`src/pkg/csdf_pkg.sv`:
```
package csdf_pkg;

  localparam int DW = 16;
  localparam int AW = 20;
  localparam int GRP_W = 4;
  localparam int SHIFT_W = 3;
  localparam int SIGN_POS = 3;
  localparam int GROUPS_STD = 4;
  localparam int GROUPS_B_FIR = 3;
  localparam int GROUPS_Z_POST = 2;
  localparam int COEF_W = GRP_W * GROUPS_STD;
  localparam int FIR_LAST_IDX = 4;

  localparam int CLK_PERIOD_NS = 25;
  localparam int SAMPLE_PERIOD_US = 125;
  localparam int SAMPLE_CYCLES = (SAMPLE_PERIOD_US * 1000) / CLK_PERIOD_NS;

  localparam logic [7:0] CMD_READ_TX = 8'hCD;
  localparam logic [7:0] RSVD_BYTE = 8'h00;
  localparam logic [4:0] FDL_CODE = 5'h10;
  localparam int HP_SHIFT = 6;
  localparam int TONE_STEPS = 8;

  typedef struct packed {
    logic tx_path_cutoff;
    logic rx_path_cutoff;
    logic tx_highpass_bypass;
    logic rx_extra_loss;
    logic tx_data_irq_arm;
    logic slot_loopback;
    logic full_digital_loopback;
    logic rx_test_tone;
  } csdf_ctl_t;

  typedef enum logic [2:0] {
    ST_IDLE, ST_TX_HP, ST_TX_GO, ST_TX_WAIT, ST_FIR_GO, ST_FIR_WAIT, ST_GAIN_GO, ST_GAIN_WAIT
  } csdf_st_t;

  // eight points per cycle at the sample rate give 1 kHz; amplitude arbitrary
  function automatic logic [DW-1:0] csdf_tone(input logic [2:0] idx);
    unique case (idx)
      3'h0: return 16'h0000;
      3'h1: return 16'h2D41;
      3'h2: return 16'h4000;
      3'h3: return 16'h2D41;
      3'h4: return 16'h0000;
      3'h5: return 16'hD2BF;
      3'h6: return 16'hC000;
      default: return 16'hD2BF;
    endcase
  endfunction

  function automatic logic [AW-1:0] csdf_ext(input logic [DW-1:0] x);
    return {{(AW-DW){x[DW-1]}}, x};
  endfunction

  function automatic logic [DW-1:0] csdf_sat(input logic [AW-1:0] v);
    if (!v[AW-1] && (|v[AW-2:DW-1])) return {1'b0, {(DW-1){1'b1}}};
    else if (v[AW-1] && !(&v[AW-2:DW-1])) return {1'b1, {(DW-1){1'b0}}};
    else return v[DW-1:0];
  endfunction

endpackage

```
`src/csdf_test_path.sv`:
```
// What this block does
// - multiply by repeated shift and add into the running sum, no multiplier
// - FIR section with last index n has n plus one taps, weighted and summed
// - each signed digit is four bits: sign on top, three-bit shift below
// - sign one flips the running sign, sign zero keeps it; each shifted term is added or subtracted by that sign
// - shift code is plain unsigned binary, zero to seven shifts
// - first shift from binary point, later shifts relative to previous digit
// - group one is the most significant digit; second index picks coefficient
// - digits per coefficient: four for most filters, three for B FIR, two for Z post; shared engine built with four groups
// - transmit gain uses one plus decoded value as its coefficient
// - transmit cutoff floats pcm out and strobe, beats both loopbacks
// - receive cutoff zeroes signal before receive low-pass, blocking tone but not slot loopback
// - high-pass bypass skips every transmit high-pass and notch stage
// - extra receive loss inserts a fixed 6.02 dB loss
// - transmit data readable by a dedicated processor read command
// - armed interrupt raised on each new transmit sample, cleared on read
// - slot loopback puts received slot data into transmit slot
// - full digital loopback drops analog out, feeds it back, stops scaling path
// - writing code 10000 to impedance scaling enters full digital loopback
// - receive tone injects 1 kHz digital milliwatt replacing slot data
// - read returns two bytes: transmit upper byte, then reserved
`timescale 1ns/1ps
module csdf_test_path import csdf_pkg::*; #(
  parameter int SAMPLE_CYCLES_P = SAMPLE_CYCLES,
  parameter int NTAPS = FIR_LAST_IDX + 1
) (
  input wire logic CLOCK,
  input wire logic RST_N,
  input wire csdf_ctl_t CTRL,
  input wire logic [COEF_W-1:0] TX_GAIN_COEF,
  input wire logic [COEF_W-1:0] RX_GAIN_COEF,
  input wire logic [NTAPS-1:0][COEF_W-1:0] RX_FIR_COEF,
  input wire logic [DW-1:0] ANALOG_IN,
  input wire logic [DW-1:0] PCM_RX_IN,
  input wire logic IMP_SCALE_WR,
  input wire logic [4:0] IMP_SCALE_DATA,
  input wire logic RD_REQ,
  input wire logic [7:0] RD_CMD,
  output logic [DW-1:0] PCM_TX_OUT,
  output logic PCM_TX_OE,
  output logic TX_SLOT_STROBE_N,
  output logic TX_SLOT_STROBE_OE,
  output logic [DW-1:0] ANALOG_OUT,
  output logic ANALOG_OUT_EN,
  output logic IMP_SCALE_EN,
  output logic TX_IRQ,
  output logic RD_VALID,
  output logic [7:0] RD_DATA
);

  localparam int CW = $clog2(SAMPLE_CYCLES_P);
  localparam int TW = $clog2(NTAPS);

  typedef struct packed {
    csdf_st_t st;
    logic [CW-1:0] div;
    csdf_ctl_t ctl;
    logic code_fdl;
    logic [DW-1:0] rx_s1;
    logic [DW-1:0] rx_s2;
    logic [DW-1:0] rx_slot;
    logic [DW-1:0] tx_in;
    logic [DW-1:0] hp_x1;
    logic [DW-1:0] hp_y;
    logic [2:0] tone_idx;
    logic [NTAPS-1:0][DW-1:0] dline;
    logic [TW-1:0] tap;
    logic [AW-1:0] fir_acc;
    logic [DW-1:0] pcm_tx_out;
    logic pcm_tx_oe;
    logic strobe_n;
    logic strobe_oe;
    logic [DW-1:0] analog_out;
    logic analog_out_en;
    logic imp_en;
    logic irq;
    logic [7:0] tx_byte;
    logic rd_valid;
    logic [7:0] rd_data;
    logic rd_second;
  } csdf_top_state_t;

  csdf_top_state_t r;
  csdf_top_state_t n;

  logic tick;
  logic mul_start;
  logic mul_done;
  logic [DW-1:0] mul_sample;
  logic [COEF_W-1:0] mul_coef;
  logic mul_plus_one;
  logic [AW-1:0] mul_prod;
  logic irq_set;
  logic irq_clr;

  ////////////////////////////////////////////////////////////////////////////
  // shared shift-and-add engine, time-multiplexed over transmit gain, receive FIR and receive gain

  assign tick = (r.div == CW'(SAMPLE_CYCLES_P - 1));
  assign mul_start = (r.st == ST_TX_GO) || (r.st == ST_FIR_GO) || (r.st == ST_GAIN_GO);
  assign mul_plus_one = (r.st == ST_TX_GO);
  assign mul_sample = (r.st == ST_TX_GO) ? r.hp_y :
                      (r.st == ST_FIR_GO) ? r.dline[r.tap] : csdf_sat(r.fir_acc);
  assign mul_coef = (r.st == ST_TX_GO) ? TX_GAIN_COEF :
                    (r.st == ST_FIR_GO) ? RX_FIR_COEF[r.tap] : RX_GAIN_COEF;

  csdf_csd_mul #(
    .GROUPS(GROUPS_STD)
  ) u_mul (
    .clk(CLOCK),
    .rst_n(RST_N),
    .start(mul_start),
    .sample(mul_sample),
    .coef(mul_coef),
    .plus_one(mul_plus_one),
    .busy(),
    .done(mul_done),
    .product(mul_prod)
  );

  ////////////////////////////////////////////////////////////////////////////
  // sequencer

  always_comb begin
    csdf_ctl_t c;
    logic [DW-1:0] src;
    logic [DW-1:0] w;
    logic [AW-1:0] hp;
    c = CTRL;
    src = '0;
    w = '0;
    hp = '0;
    n = r;
    irq_set = 1'b0;
    irq_clr = 1'b0;
    n.rd_valid = 1'b0;
    n.strobe_n = 1'b1;
    n.rx_s1 = PCM_RX_IN;
    n.rx_s2 = r.rx_s1;
    n.div = tick ? '0 : r.div + CW'(1);
    if (IMP_SCALE_WR) n.code_fdl = (IMP_SCALE_DATA == FDL_CODE);
    if (r.rd_second) begin
      n.rd_valid = 1'b1;
      n.rd_data = RSVD_BYTE;
      n.rd_second = 1'b0;
    end else if (RD_REQ && RD_CMD == CMD_READ_TX) begin
      n.rd_valid = 1'b1;
      n.rd_data = r.tx_byte;
      n.rd_second = 1'b1;
      irq_clr = 1'b1;
    end
    unique case (r.st)
      ST_IDLE: begin
        if (tick) begin
          // bits are taken only here so a sample never sees a half-applied mode
          c.full_digital_loopback = CTRL.full_digital_loopback | r.code_fdl;
          n.ctl = c;
          n.pcm_tx_oe = !c.tx_path_cutoff;
          n.strobe_oe = !c.tx_path_cutoff;
          n.analog_out_en = !c.full_digital_loopback;
          n.imp_en = !c.full_digital_loopback;
          n.tx_in = c.full_digital_loopback ? r.analog_out : ANALOG_IN;
          n.rx_slot = r.rx_s2;
          src = c.rx_test_tone ? csdf_tone(r.tone_idx) : r.rx_s2;
          n.tone_idx = c.rx_test_tone ? r.tone_idx + 3'h1 : 3'h0;
          if (c.rx_extra_loss) src = {src[DW-1], src[DW-1:1]};
          if (c.rx_path_cutoff) src = '0;
          n.dline = {r.dline[NTAPS-2:0], src};
          n.st = ST_TX_HP;
        end
      end
      ST_TX_HP: begin
        // single dc-blocking stage stands in for the high-pass and notch chain
        hp = csdf_ext(r.tx_in) - csdf_ext(r.hp_x1) + csdf_ext(r.hp_y)
             - AW'($signed(csdf_ext(r.hp_y)) >>> HP_SHIFT);
        n.hp_y = r.ctl.tx_highpass_bypass ? r.tx_in : csdf_sat(hp);
        n.hp_x1 = r.tx_in;
        n.st = ST_TX_GO;
      end
      ST_TX_GO: begin
        n.st = ST_TX_WAIT;
      end
      ST_TX_WAIT: begin
        if (mul_done) begin
          w = r.ctl.slot_loopback ? r.rx_slot : csdf_sat(mul_prod);
          if (!r.ctl.tx_path_cutoff) begin
            n.pcm_tx_out = w;
            n.strobe_n = 1'b0;
            n.tx_byte = w[DW-1 -: 8];
            irq_set = r.ctl.tx_data_irq_arm;
          end
          n.tap = '0;
          n.fir_acc = '0;
          n.st = ST_FIR_GO;
        end
      end
      ST_FIR_GO: begin
        n.st = ST_FIR_WAIT;
      end
      ST_FIR_WAIT: begin
        if (mul_done) begin
          n.fir_acc = r.fir_acc + mul_prod;
          if (r.tap == TW'(NTAPS - 1)) begin
            n.st = ST_GAIN_GO;
          end else begin
            n.tap = r.tap + TW'(1);
            n.st = ST_FIR_GO;
          end
        end
      end
      ST_GAIN_GO: begin
        n.st = ST_GAIN_WAIT;
      end
      ST_GAIN_WAIT: begin
        if (mul_done) begin
          n.analog_out = csdf_sat(mul_prod);
          n.st = ST_IDLE;
        end
      end
    endcase
    // a new sample beats a read landing in the same cycle
    if (irq_set) n.irq = 1'b1;
    else if (irq_clr) n.irq = 1'b0;
  end

  always_ff @(posedge CLOCK or negedge RST_N) begin
    if (!RST_N) begin
      r <= '0;
      r.strobe_n <= 1'b1;
    end else begin
      r <= n;
    end
  end

  assign PCM_TX_OUT = r.pcm_tx_out;
  assign PCM_TX_OE = r.pcm_tx_oe;
  assign TX_SLOT_STROBE_N = r.strobe_n;
  assign TX_SLOT_STROBE_OE = r.strobe_oe;
  assign ANALOG_OUT = r.analog_out;
  assign ANALOG_OUT_EN = r.analog_out_en;
  assign IMP_SCALE_EN = r.imp_en;
  assign TX_IRQ = r.irq;
  assign RD_VALID = r.rd_valid;
  assign RD_DATA = r.rd_data;
endmodule

```
`src/csdf_csd_mul.sv`:
```
`timescale 1ns/1ps
module csdf_csd_mul import csdf_pkg::*; #(
  parameter int GROUPS = GROUPS_STD
) (
  input wire logic clk,
  input wire logic rst_n,
  input wire logic start,
  input wire logic [DW-1:0] sample,
  input wire logic [GRP_W*GROUPS-1:0] coef,
  input wire logic plus_one,
  output logic busy,
  output logic done,
  output logic [AW-1:0] product
);

  localparam int IW = $clog2(GROUPS + 1);
  localparam int SW = $clog2(GROUPS * 7 + 1);
  localparam int CFW = GRP_W * GROUPS;

  typedef struct packed {
    logic busy;
    logic done;
    logic [IW-1:0] idx;
    logic [SW-1:0] shift;
    logic sign;
    logic [AW-1:0] x;
    logic [AW-1:0] acc;
    logic [CFW-1:0] coef;
  } csdf_mul_state_t;

  csdf_mul_state_t r;
  csdf_mul_state_t n;

  always_comb begin
    logic [GRP_W-1:0] grp;
    logic [SW-1:0] sh;
    logic sg;
    logic [AW-1:0] term;
    grp = r.coef[CFW-1 -: GRP_W];
    sh = r.shift + SW'(grp[SHIFT_W-1:0]);
    sg = r.sign ^ grp[SIGN_POS];
    term = AW'($signed(r.x) >>> sh);
    n = r;
    n.done = 1'b0;
    if (start && !r.busy) begin
      n.busy = 1'b1;
      n.idx = '0;
      n.shift = '0;
      n.sign = 1'b0;
      n.x = csdf_ext(sample);
      n.acc = plus_one ? csdf_ext(sample) : '0;
      n.coef = coef;
    end else if (r.busy) begin
      // one shifted add per group instead of a multiplier array
      n.acc = sg ? r.acc - term : r.acc + term;
      n.shift = sh;
      n.sign = sg;
      n.coef = {r.coef[CFW-GRP_W-1:0], {GRP_W{1'b0}}};
      n.idx = r.idx + IW'(1);
      if (r.idx == IW'(GROUPS - 1)) begin
        n.busy = 1'b0;
        n.done = 1'b1;
      end
    end
  end

  always_ff @(posedge clk or negedge rst_n) begin
    if (!rst_n) r <= '0;
    else r <= n;
  end

  assign busy = r.busy;
  assign done = r.done;
  assign product = r.acc;

endmodule

```
`config.mk`:
```
export PLATFORM = sky130hd
export DESIGN_NAME = csdf_test_path
export DESIGN_NICKNAME = d
export VERILOG_FILES = /design/src/pkg/csdf_pkg.sv /design/src/csdf_test_path.sv /design/src/csdf_csd_mul.sv
export SDC_FILE = /design/constraint.sdc
export NUM_CORES = 1
export LEC_CHECK = 0
export BUFFER_PORTS_ARGS = -buffer_cell sky130_fd_sc_hd__clkbuf_2
export CAP_MARGIN = 20
export CORE_UTILIZATION = 30
export CTS_BUF_LIST = sky130_fd_sc_hd__clkbuf_16
export DETAILED_ROUTE_END_ITERATION = 16
export MAX_ROUTING_LAYER = met4
export PLACE_DENSITY_LB_ADDON = 0.2
export SLEW_MARGIN = 10
export SYNTH_ARGS = -nofsm -noshare
export SYNTH_HDL_FRONTEND = slang
export SYNTH_HIERARCHICAL = 1
export SYNTH_SLANG_ARGS = --single-unit
```
`constraint.sdc`:
```
create_clock -name CLOCK -period 5.3 [get_ports CLOCK]
set_input_delay 0.265 -clock CLOCK [delete_from_list [all_inputs] [get_ports CLOCK]]
set_output_delay 0.265 -clock CLOCK [all_outputs]
set_load 0.02 [all_outputs]
```
==> results of run 1 <==
flip-flops by register name, summed over array words and instances (netlist names), 8 cells and up:
signal and count:
ANALOG_OUT 16, u_mul/product 20, PCM_TX_OUT 16, r 208
u_mul/r 41, n 16, RD_DATA 8
metrics by stage:
stage          setup slack [ps]  std cells
3_3_place_gp               47.8       3055
5_1_grt                   -62.4       3159
6_report                    220       3159
3_5_place_dp               18.5       3056
2_1_floorplan               482       2090
4_1_cts                    54.3       3152
layout by cell type, fill, tap and decap left out, types with 7 or more instances in the layout:
cell and n:
a211oi_1 8, a21o_1 23, a21oi_1 135, a221oi_1 15
a22o_1 13, a22oi_1 16, a31oi_1 10, buf_4 60
clkbuf_16 38, clkbuf_2 214, clkinv_1 7, dfrtp_1 329
dlygate4sd3_1 31, fa_1 35, ha_1 70, inv_1 101
mux2_2 129, mux2i_1 88, mux4_2 21, nand2_1 196
nand2b_1 11, nand3_1 41, nand4_1 10, nor2_1 147
nor2b_1 14, nor3_1 15, o211ai_1 7, o21a_1 14
o21ai_0 205, o21bai_1 8, o221ai_1 18, o22ai_1 16
o31ai_1 9, xnor2_1 45, xor2_1 33
cell families (layout without fill, tap and decap cells):
kind of cell	Yosys count	count (layout)	share of synthesized area (%)
multiplexers	244	244	14.1
flip-flops	332	332	40.4
AND/OR/NAND/NOR	485	485	10.4
adder cells (fa/ha/maj)	107	107	7.78
XOR/XNOR	81	81	3.59
AO/OA/AOI/OAI	564	564	17.1
buffers and inverters	277	473	6.60
where the power goes:
part	total, µW	switching [µW]	leakage, µW	internal [µW]
registers	2570	18.1	0.00429	2550
logic	211	116	0.00634	95.2
clock network	2560	1100	0.000603	1460
total	5350	1240	0.0112	4110
area by class of cell:
type | count | area [µm²]
fill | 6879 | 43500
multi-input combinational | 1481 | 11100
sequential | 332 | 8310
timing repair buffer | 312 | 1970
tap | 873 | 1090
clock buffer | 38 | 951
inverter | 96 | 364
clock inverter | 27 | 248
what timing repair did:
action | 4_1_cts | 5_1_grt
hold buffers | 31 | 0
gates resized for setup | 1 | 34
hold endpoints to repair | 53 | 0
cloned | 0 | 0
endpoints found under the setup margin | 1 | 7
buffers inserted | 0 | 6
pin swaps | 0 | 8
layer usage:
| layer | track usage, % | vias to the layer above | part of all wire (%) |
|---|---|---|---|
| li1 | - | 7710 | - |
| met1 | 23.5 | 7934 | 47 |
| met2 | 27.7 | 283 | 48 |
| met3 | 2.16 | 74 | 3.5 |
| met4 | 4.34 | 0 | 2.1 |
| met5 | - | - | 0 |
worst min path at each step:
stage / to / slack, ps
after floorplan: ANALOG_OUT[0] / -30
after global placement: n[226] / 110
after detailed placement: n[226] / 110
after CTS: r[194] / 10
after global routing: r[196] / 40
final: r[194] / 20
worst register-to-register path, stage by stage (launching register included):
cell       delay (ps)
dfrtp_1           360
ha_2              180
inv_1              50
fa_1              520
buf_12            150
mux4_2            530
mux2i_2           190
o21ai_1           130
o211ai_2          110
o211ai_2          120
buf_4             160
nor3_4            270
and3_4            230
o2bb2ai_1         130
a21oi_2            60
ha_1              290
a21o_1            190
a21oi_2           150
nand4b_1          150
nand2_1           110
o21ai_1           100
o41ai_2           320
xnor3_1           260
o22a_1            200
==> reports/summary.txt, run 1 <==
WS Path Type: flip-flop to flip-flop
Average wire per standard cell: 18.8 µm
Mapped Cells: 2,090
Detailed-route via count: 16,001
Initial antenna violation count: 0
Critical path origin: u_mul/r[12]
Slew @ Worst Pin: 1060 ps
CTS Root Cell: clkbuf_16
Cell family with most CP delay: compound AO/OA/AOI/OAI gates
Worst EP required: 5750 ps
Yosys warns: 6
VDD IR max: 0.218 mV
TritonCTS Buffers: 38
Max Cap Viol: 0
Final Util: 35.5%
RSZ-0062 raised after global routing: true
CTS tree: yes
Clk sinks: 332
Syn Nets: 2,366
Antenna diode count: 0
Cell row count: 95
Post-Place Cell Area: 0.0223 mm²
Port buffer count: 215
R2r worst-path depth: 23
Global-route wire length before repair: 93.7 mm
Reg clk slew, reported paths: 60 ps
Final instance area: 0.0240 mm²
Synthesized area per cell: 9.85 µm²
H-tree depth: 2
Synth area leader: dfrtp_1
Gr usage total: 17.4%
Detailed Route Iter0 Violations: 973
Library cells used by synthesis: 94
Pwr Total: 5350 µW
Top_reg_cell synth: dfrtp_1
CTS Buffer Depth: 3
Synth area leaders: dfrtp_1, mux2_2, o21ai_0
Post-synth ARST share: 100%
Layout cells sized above 1: 23.6%
GPL Wtd Cong: 0.915
Crit path largest cell delay: 530 ps
CP cell instances: ha_2 -> inv_1 -> fa_1 -> buf_12 -> mux4_2 -> mux2i_2 -> o21ai_1 -> o211ai_2 -> o211ai_2 -> buf_4 -> nor3_4 -> and3_4 -> o2bb2ai_1 -> a21oi_2 -> ha_1 -> a21o_1 -> a21oi_2 -> nand4b_1 -> nand2_1 -> o21ai_1 -> o41ai_2 -> xnor3_1 -> o22a_1
Nets: 2,537
Post-synthesis sequential area ratio: 40.4%
#FFs+latches synth: 332
Crit path max-delay cell type: mux4_2
Hold depth: 3
Setup-failing EPs final: 0
Hold_ws: 22.9 ps
Crit-path max FO: 9
Drt first pass iters: 5
Final WL: 59.4 mm
Hold Fails Final Rpt: 0
Count leader, synth: dfrtp_1
Top Ports: 216
Synth top area share: 40.2%
Initial Util: 30.5%
Setup TNS after final layout: 0 ps
Dpl hpwl: 43.9 mm
Largest net degree at the start of global routing: 172
Post-Synthesis Cell Area: 0.0206 mm²
Critical Path AT: 5530 ps
Die height: 264 µm
Slew HR: 29.4%
PwrDens: 223 mW/mm²
Hold path startpoint: ANALOG_IN[0]
Setup Skew: 24.0 ps
Worst flop-to-flop path endpoint: u_mul/product[19]
Min Tclk post-route: 5080 ps
Core area: 0.0675 mm²
R2R Path Start: u_mul/r[12]
Worst path depth: 23
Vias/cell: 5.07
Clock latency on the worst-skew pair: 580 ps
Area growth syn-to-layout: 16.6%
CP endpoint kind: flip-flop
Post-synth EDFFs: 0
Antenna viol nets, final: 0
Outcome: finished clean
HP Class: input pin to flip-flop
Vias in the first global route: 16,146
Pins Over Slew Limit: 0
DIE AREA: 0.0697 mm²
CP Buf/Inv Count: 3
Leak: 0.0112 µW
CP startpoint kind: flip-flop
Reg2reg setup slack: 220 ps
Period utilization: 95.8%
DRC violations left: 0
Die Span X: 264 µm
Fmax: 0.197 GHz
GR Overflow Total: 0
Crit path to: u_mul/product[19]
Commonest cells in the netlist: dfrtp_1, o21ai_0, nand2_1, nor2_1, a21oi_1
Note: power is estimated with default switching activity, not from simulation.
==> inputs of run 2 (changes only) <==
--- a/config.mk
+++ b/config.mk
@@ -11,7 +11,7 @@
 export CTS_BUF_LIST = sky130_fd_sc_hd__clkbuf_16
 export DETAILED_ROUTE_END_ITERATION = 16
 export MAX_ROUTING_LAYER = met4
-export PLACE_DENSITY_LB_ADDON = 0.2
+export PLACE_DENSITY_LB_ADDON = 0.1
 export SLEW_MARGIN = 10
 export SYNTH_ARGS = -nofsm -noshare
 export SYNTH_HDL_FRONTEND = slang
==> run 2 against run 1 <==
- die area did not move
- fmax rose by 0.64%
- clock skew rose by 28 ps
- flip-flop and latch count did not move
- total power rose by 5.4%
- highest routed layer unchanged
- critical endpoint unchanged
- utilization rose by 0.45 points
- largest cell class unchanged
- worst setup slack improved by 32 ps
- worst hold slack improved by 7.8 ps
==> reports/summary.txt, run 2 (same netlist as run 1, synthesis figures left out) <==
Clock Power Share: 50.6% (+2.6 points)
Hold_ws: 30.7 ps (+7.80 ps)
CP startpoint kind: flip-flop
Setup Skew: 52.4 ps (+28.4 ps)
Most frequent cells in the layout: dfrtp_1, clkbuf_2, o21ai_0, nand2_1, nor2_1
Clock latency on the worst-skew pair: 590 ps (about the same)
Antenna viol nets, final: 0 (unchanged)
Core area: 0.0675 mm² (unchanged)
R2R Path Start: u_mul/r[57]
HP Class: input pin to flip-flop
Critical path origin: u_mul/r[57]
Hold Fails Final Rpt: 0 (unchanged)
Slew HR: 30.2% (+0.86 points)
Crit-path max FO: 8 (-1)
Final Util: 36.0% (+0.45 points)
Initial Util: 30.5% (unchanged)
Outcome: finished clean
CTS Buffer Depth: 3 (unchanged)
Fmax: 0.198 GHz (+0.64%)
GR Overflow Total: 0 (unchanged)
Combinational power share: 3.9% (about the same)
DIE AREA: 0.0697 mm² (unchanged)
Pins Over Slew Limit: 0 (unchanged)
Sequential fraction of design power: 45.6% (-2.5 points)
Setup ws final: 253 ps (+32.4 ps)
Switching Power: 1300 µW (+5.3%)
Reg clk slew, reported paths: 60 ps (about the same)
Setup-failing EPs final: 0 (unchanged)
H-tree depth: 2 (unchanged)
Nets: 2,551 (+0.55%)
WS Path Type: flip-flop to flip-flop
Average wire per standard cell: 19.6 µm (+4.1%)
PwrDens: 232 mW/mm² (+4.1%)
Final instance area: 0.0243 mm² (+1.3%)
Min Tclk post-route: 5050 ps (-32.4 ps)
CTS tree: yes
TritonCTS Buffers: 40 (+5.3%)
Vias/cell: 5.05 (-0.32%)
Slew @ Worst Pin: 1050 ps (-12.9 ps)
Leak: 0.0114 µW (+1.5%)
Largest register FFs: 208 (unchanged)
Most flop-heavy register: r
CP endpoint kind: flip-flop
Most common cell after layout, fill and taps aside: dfrtp_1
Period utilization: 95.2% (-0.61 points)
Area growth syn-to-layout: 18.0%
Clk sinks: 332 (unchanged)
Largest net degree at the start of global routing: 155 (-9.9%)
Detailed Route Iter0 Violations: 763 (-22%)
DRC violations left: 0 (unchanged)
Vias in the first global route: 16,163 (+0.11%)
Drt first pass iters: 7 (+2)
Top Ports: 216 (unchanged)
Detailed-route via count: 16,061 (+0.37%)
GPL Wtd Cong: 0.903 (-1.3%)
Post-Place Cell Area: 0.0223 mm² (+0.17%)
VDD IR max: 0.216 mV (-1.2%)
Worst EP required: 5760 ps (about the same)
Initial antenna violation count: 1 (+1)
Hold path startpoint: ANALOG_IN[13]
RSZ-0062 raised after global routing: true
Layout cells sized above 1: 24.1% (+0.52 points)
Global-route wire length before repair: 96.5 mm (+3.0%)
Die height: 264 µm (unchanged)
Internal power: 4340 µW (+5.5%)
Die Span X: 264 µm (unchanged)
# fillers: 6,873 (-0.087%)
Dpl hpwl: 45.8 mm (+4.4%)
Cell row count: 95 (unchanged)
CTS Root Cell: clkbuf_16
Final WL: 62.3 mm (+4.9%)
Max Cap Viol: 0 (unchanged)
Critical Path AT: 5510 ps (-20 ps)
Sw Share: 23.1% (-0.036 points)
Post-place setup slack: -72.8 ps (-91.3 ps)
Port buffer count: 215 (unchanged)
Gr usage total: 18.3% (+0.82 points)
-- run 2: layout make-up --
type,instances,area [µm²],share of cell area [%]
antenna,1,2.50,0.0103
timing repair buffer,324,2090,8.59
sequential,332,8310,34.2
inverter,96,362,1.49
tap,873,1090,4.50
clock inverter,34,367,1.51
clock buffer,40,1000,4.12
multi-input combinational,1481,11100,45.6
-- run 2: worst max-delay path: stages, from the launching register on --
cell and delay [ps]:
dfrtp_1 350, ha_2 190, inv_2 40, fa_2 600
buf_12 150, mux4_2 540, nor3_4 190, o2111ai_2 170
o211a_4 200, buf_6 120, nor3_4 280, and3_4 250
o2bb2ai_4 120, a21oi_2 50, ha_1 310, a21o_1 170
a21oi_2 140, nand4b_1 160, nand2_1 140, o21ai_2 70
o41ai_2 220, xnor3_1 260, o22a_1 200
-- run 2: worst paths after layout --
kind | to | slack [ps] | depth (start not counted)
worst max-delay path | u_mul/product[19] | 250 | 22
worst min-delay path | r[207] | 30 | 3
worst max register to register | u_mul/product[19] | 250 | 22
worst min register to register | r[235] | 340 | 0
max in group asynchronous | n[238] | 3570 | 3
min in group asynchronous | u_mul/r[59] | 280 | 2
-- run 2: metal layers --
layer	GRT usage [%]	share of wire (%)	vias up	wire length, µm
met5	-	0	-	0
met2	28.5	47	254	29200
met1	25.1	48	7988	29800
met4	4.75	2.0	0	1240
met3	2.05	3.3	73	2060
li1	-	-	7746	-
-- run 2: through the flow --
stage	total power, µW	cells	TNS [ps]
6_report	5640	3181	0
2_1_floorplan	2660	2090	0
4_1_cts	5760	3175	0
3_5_place_dp	2820	3059	-77.9
3_3_place_gp	2820	3059	-12.7
5_1_grt	5870	3181	-87.8
-- run 2: power groups by stage --
| stage | logic, µW | clock network, µW | registers [µW] |
|---|---|---|---|
| after floorplan | 59.0 | 0 | 2610 |
| after global placement | 200 | 0 | 2620 |
| after detailed placement | 200 | 0 | 2620 |
| after CTS | 221 | 2960 | 2570 |
| after global routing | 245 | 3060 | 2570 |
| final | 219 | 2850 | 2570 |
-- run 2: timing repair --
item | in CTS | in global routing
endpoints found under the setup margin | 2 | 8
buffers inserted | 8 | 3
pin swaps | 8 | 18
endpoints found under the hold margin | 122 | 0
resized for setup | 15 | 20
hold buffers | 34 | 0
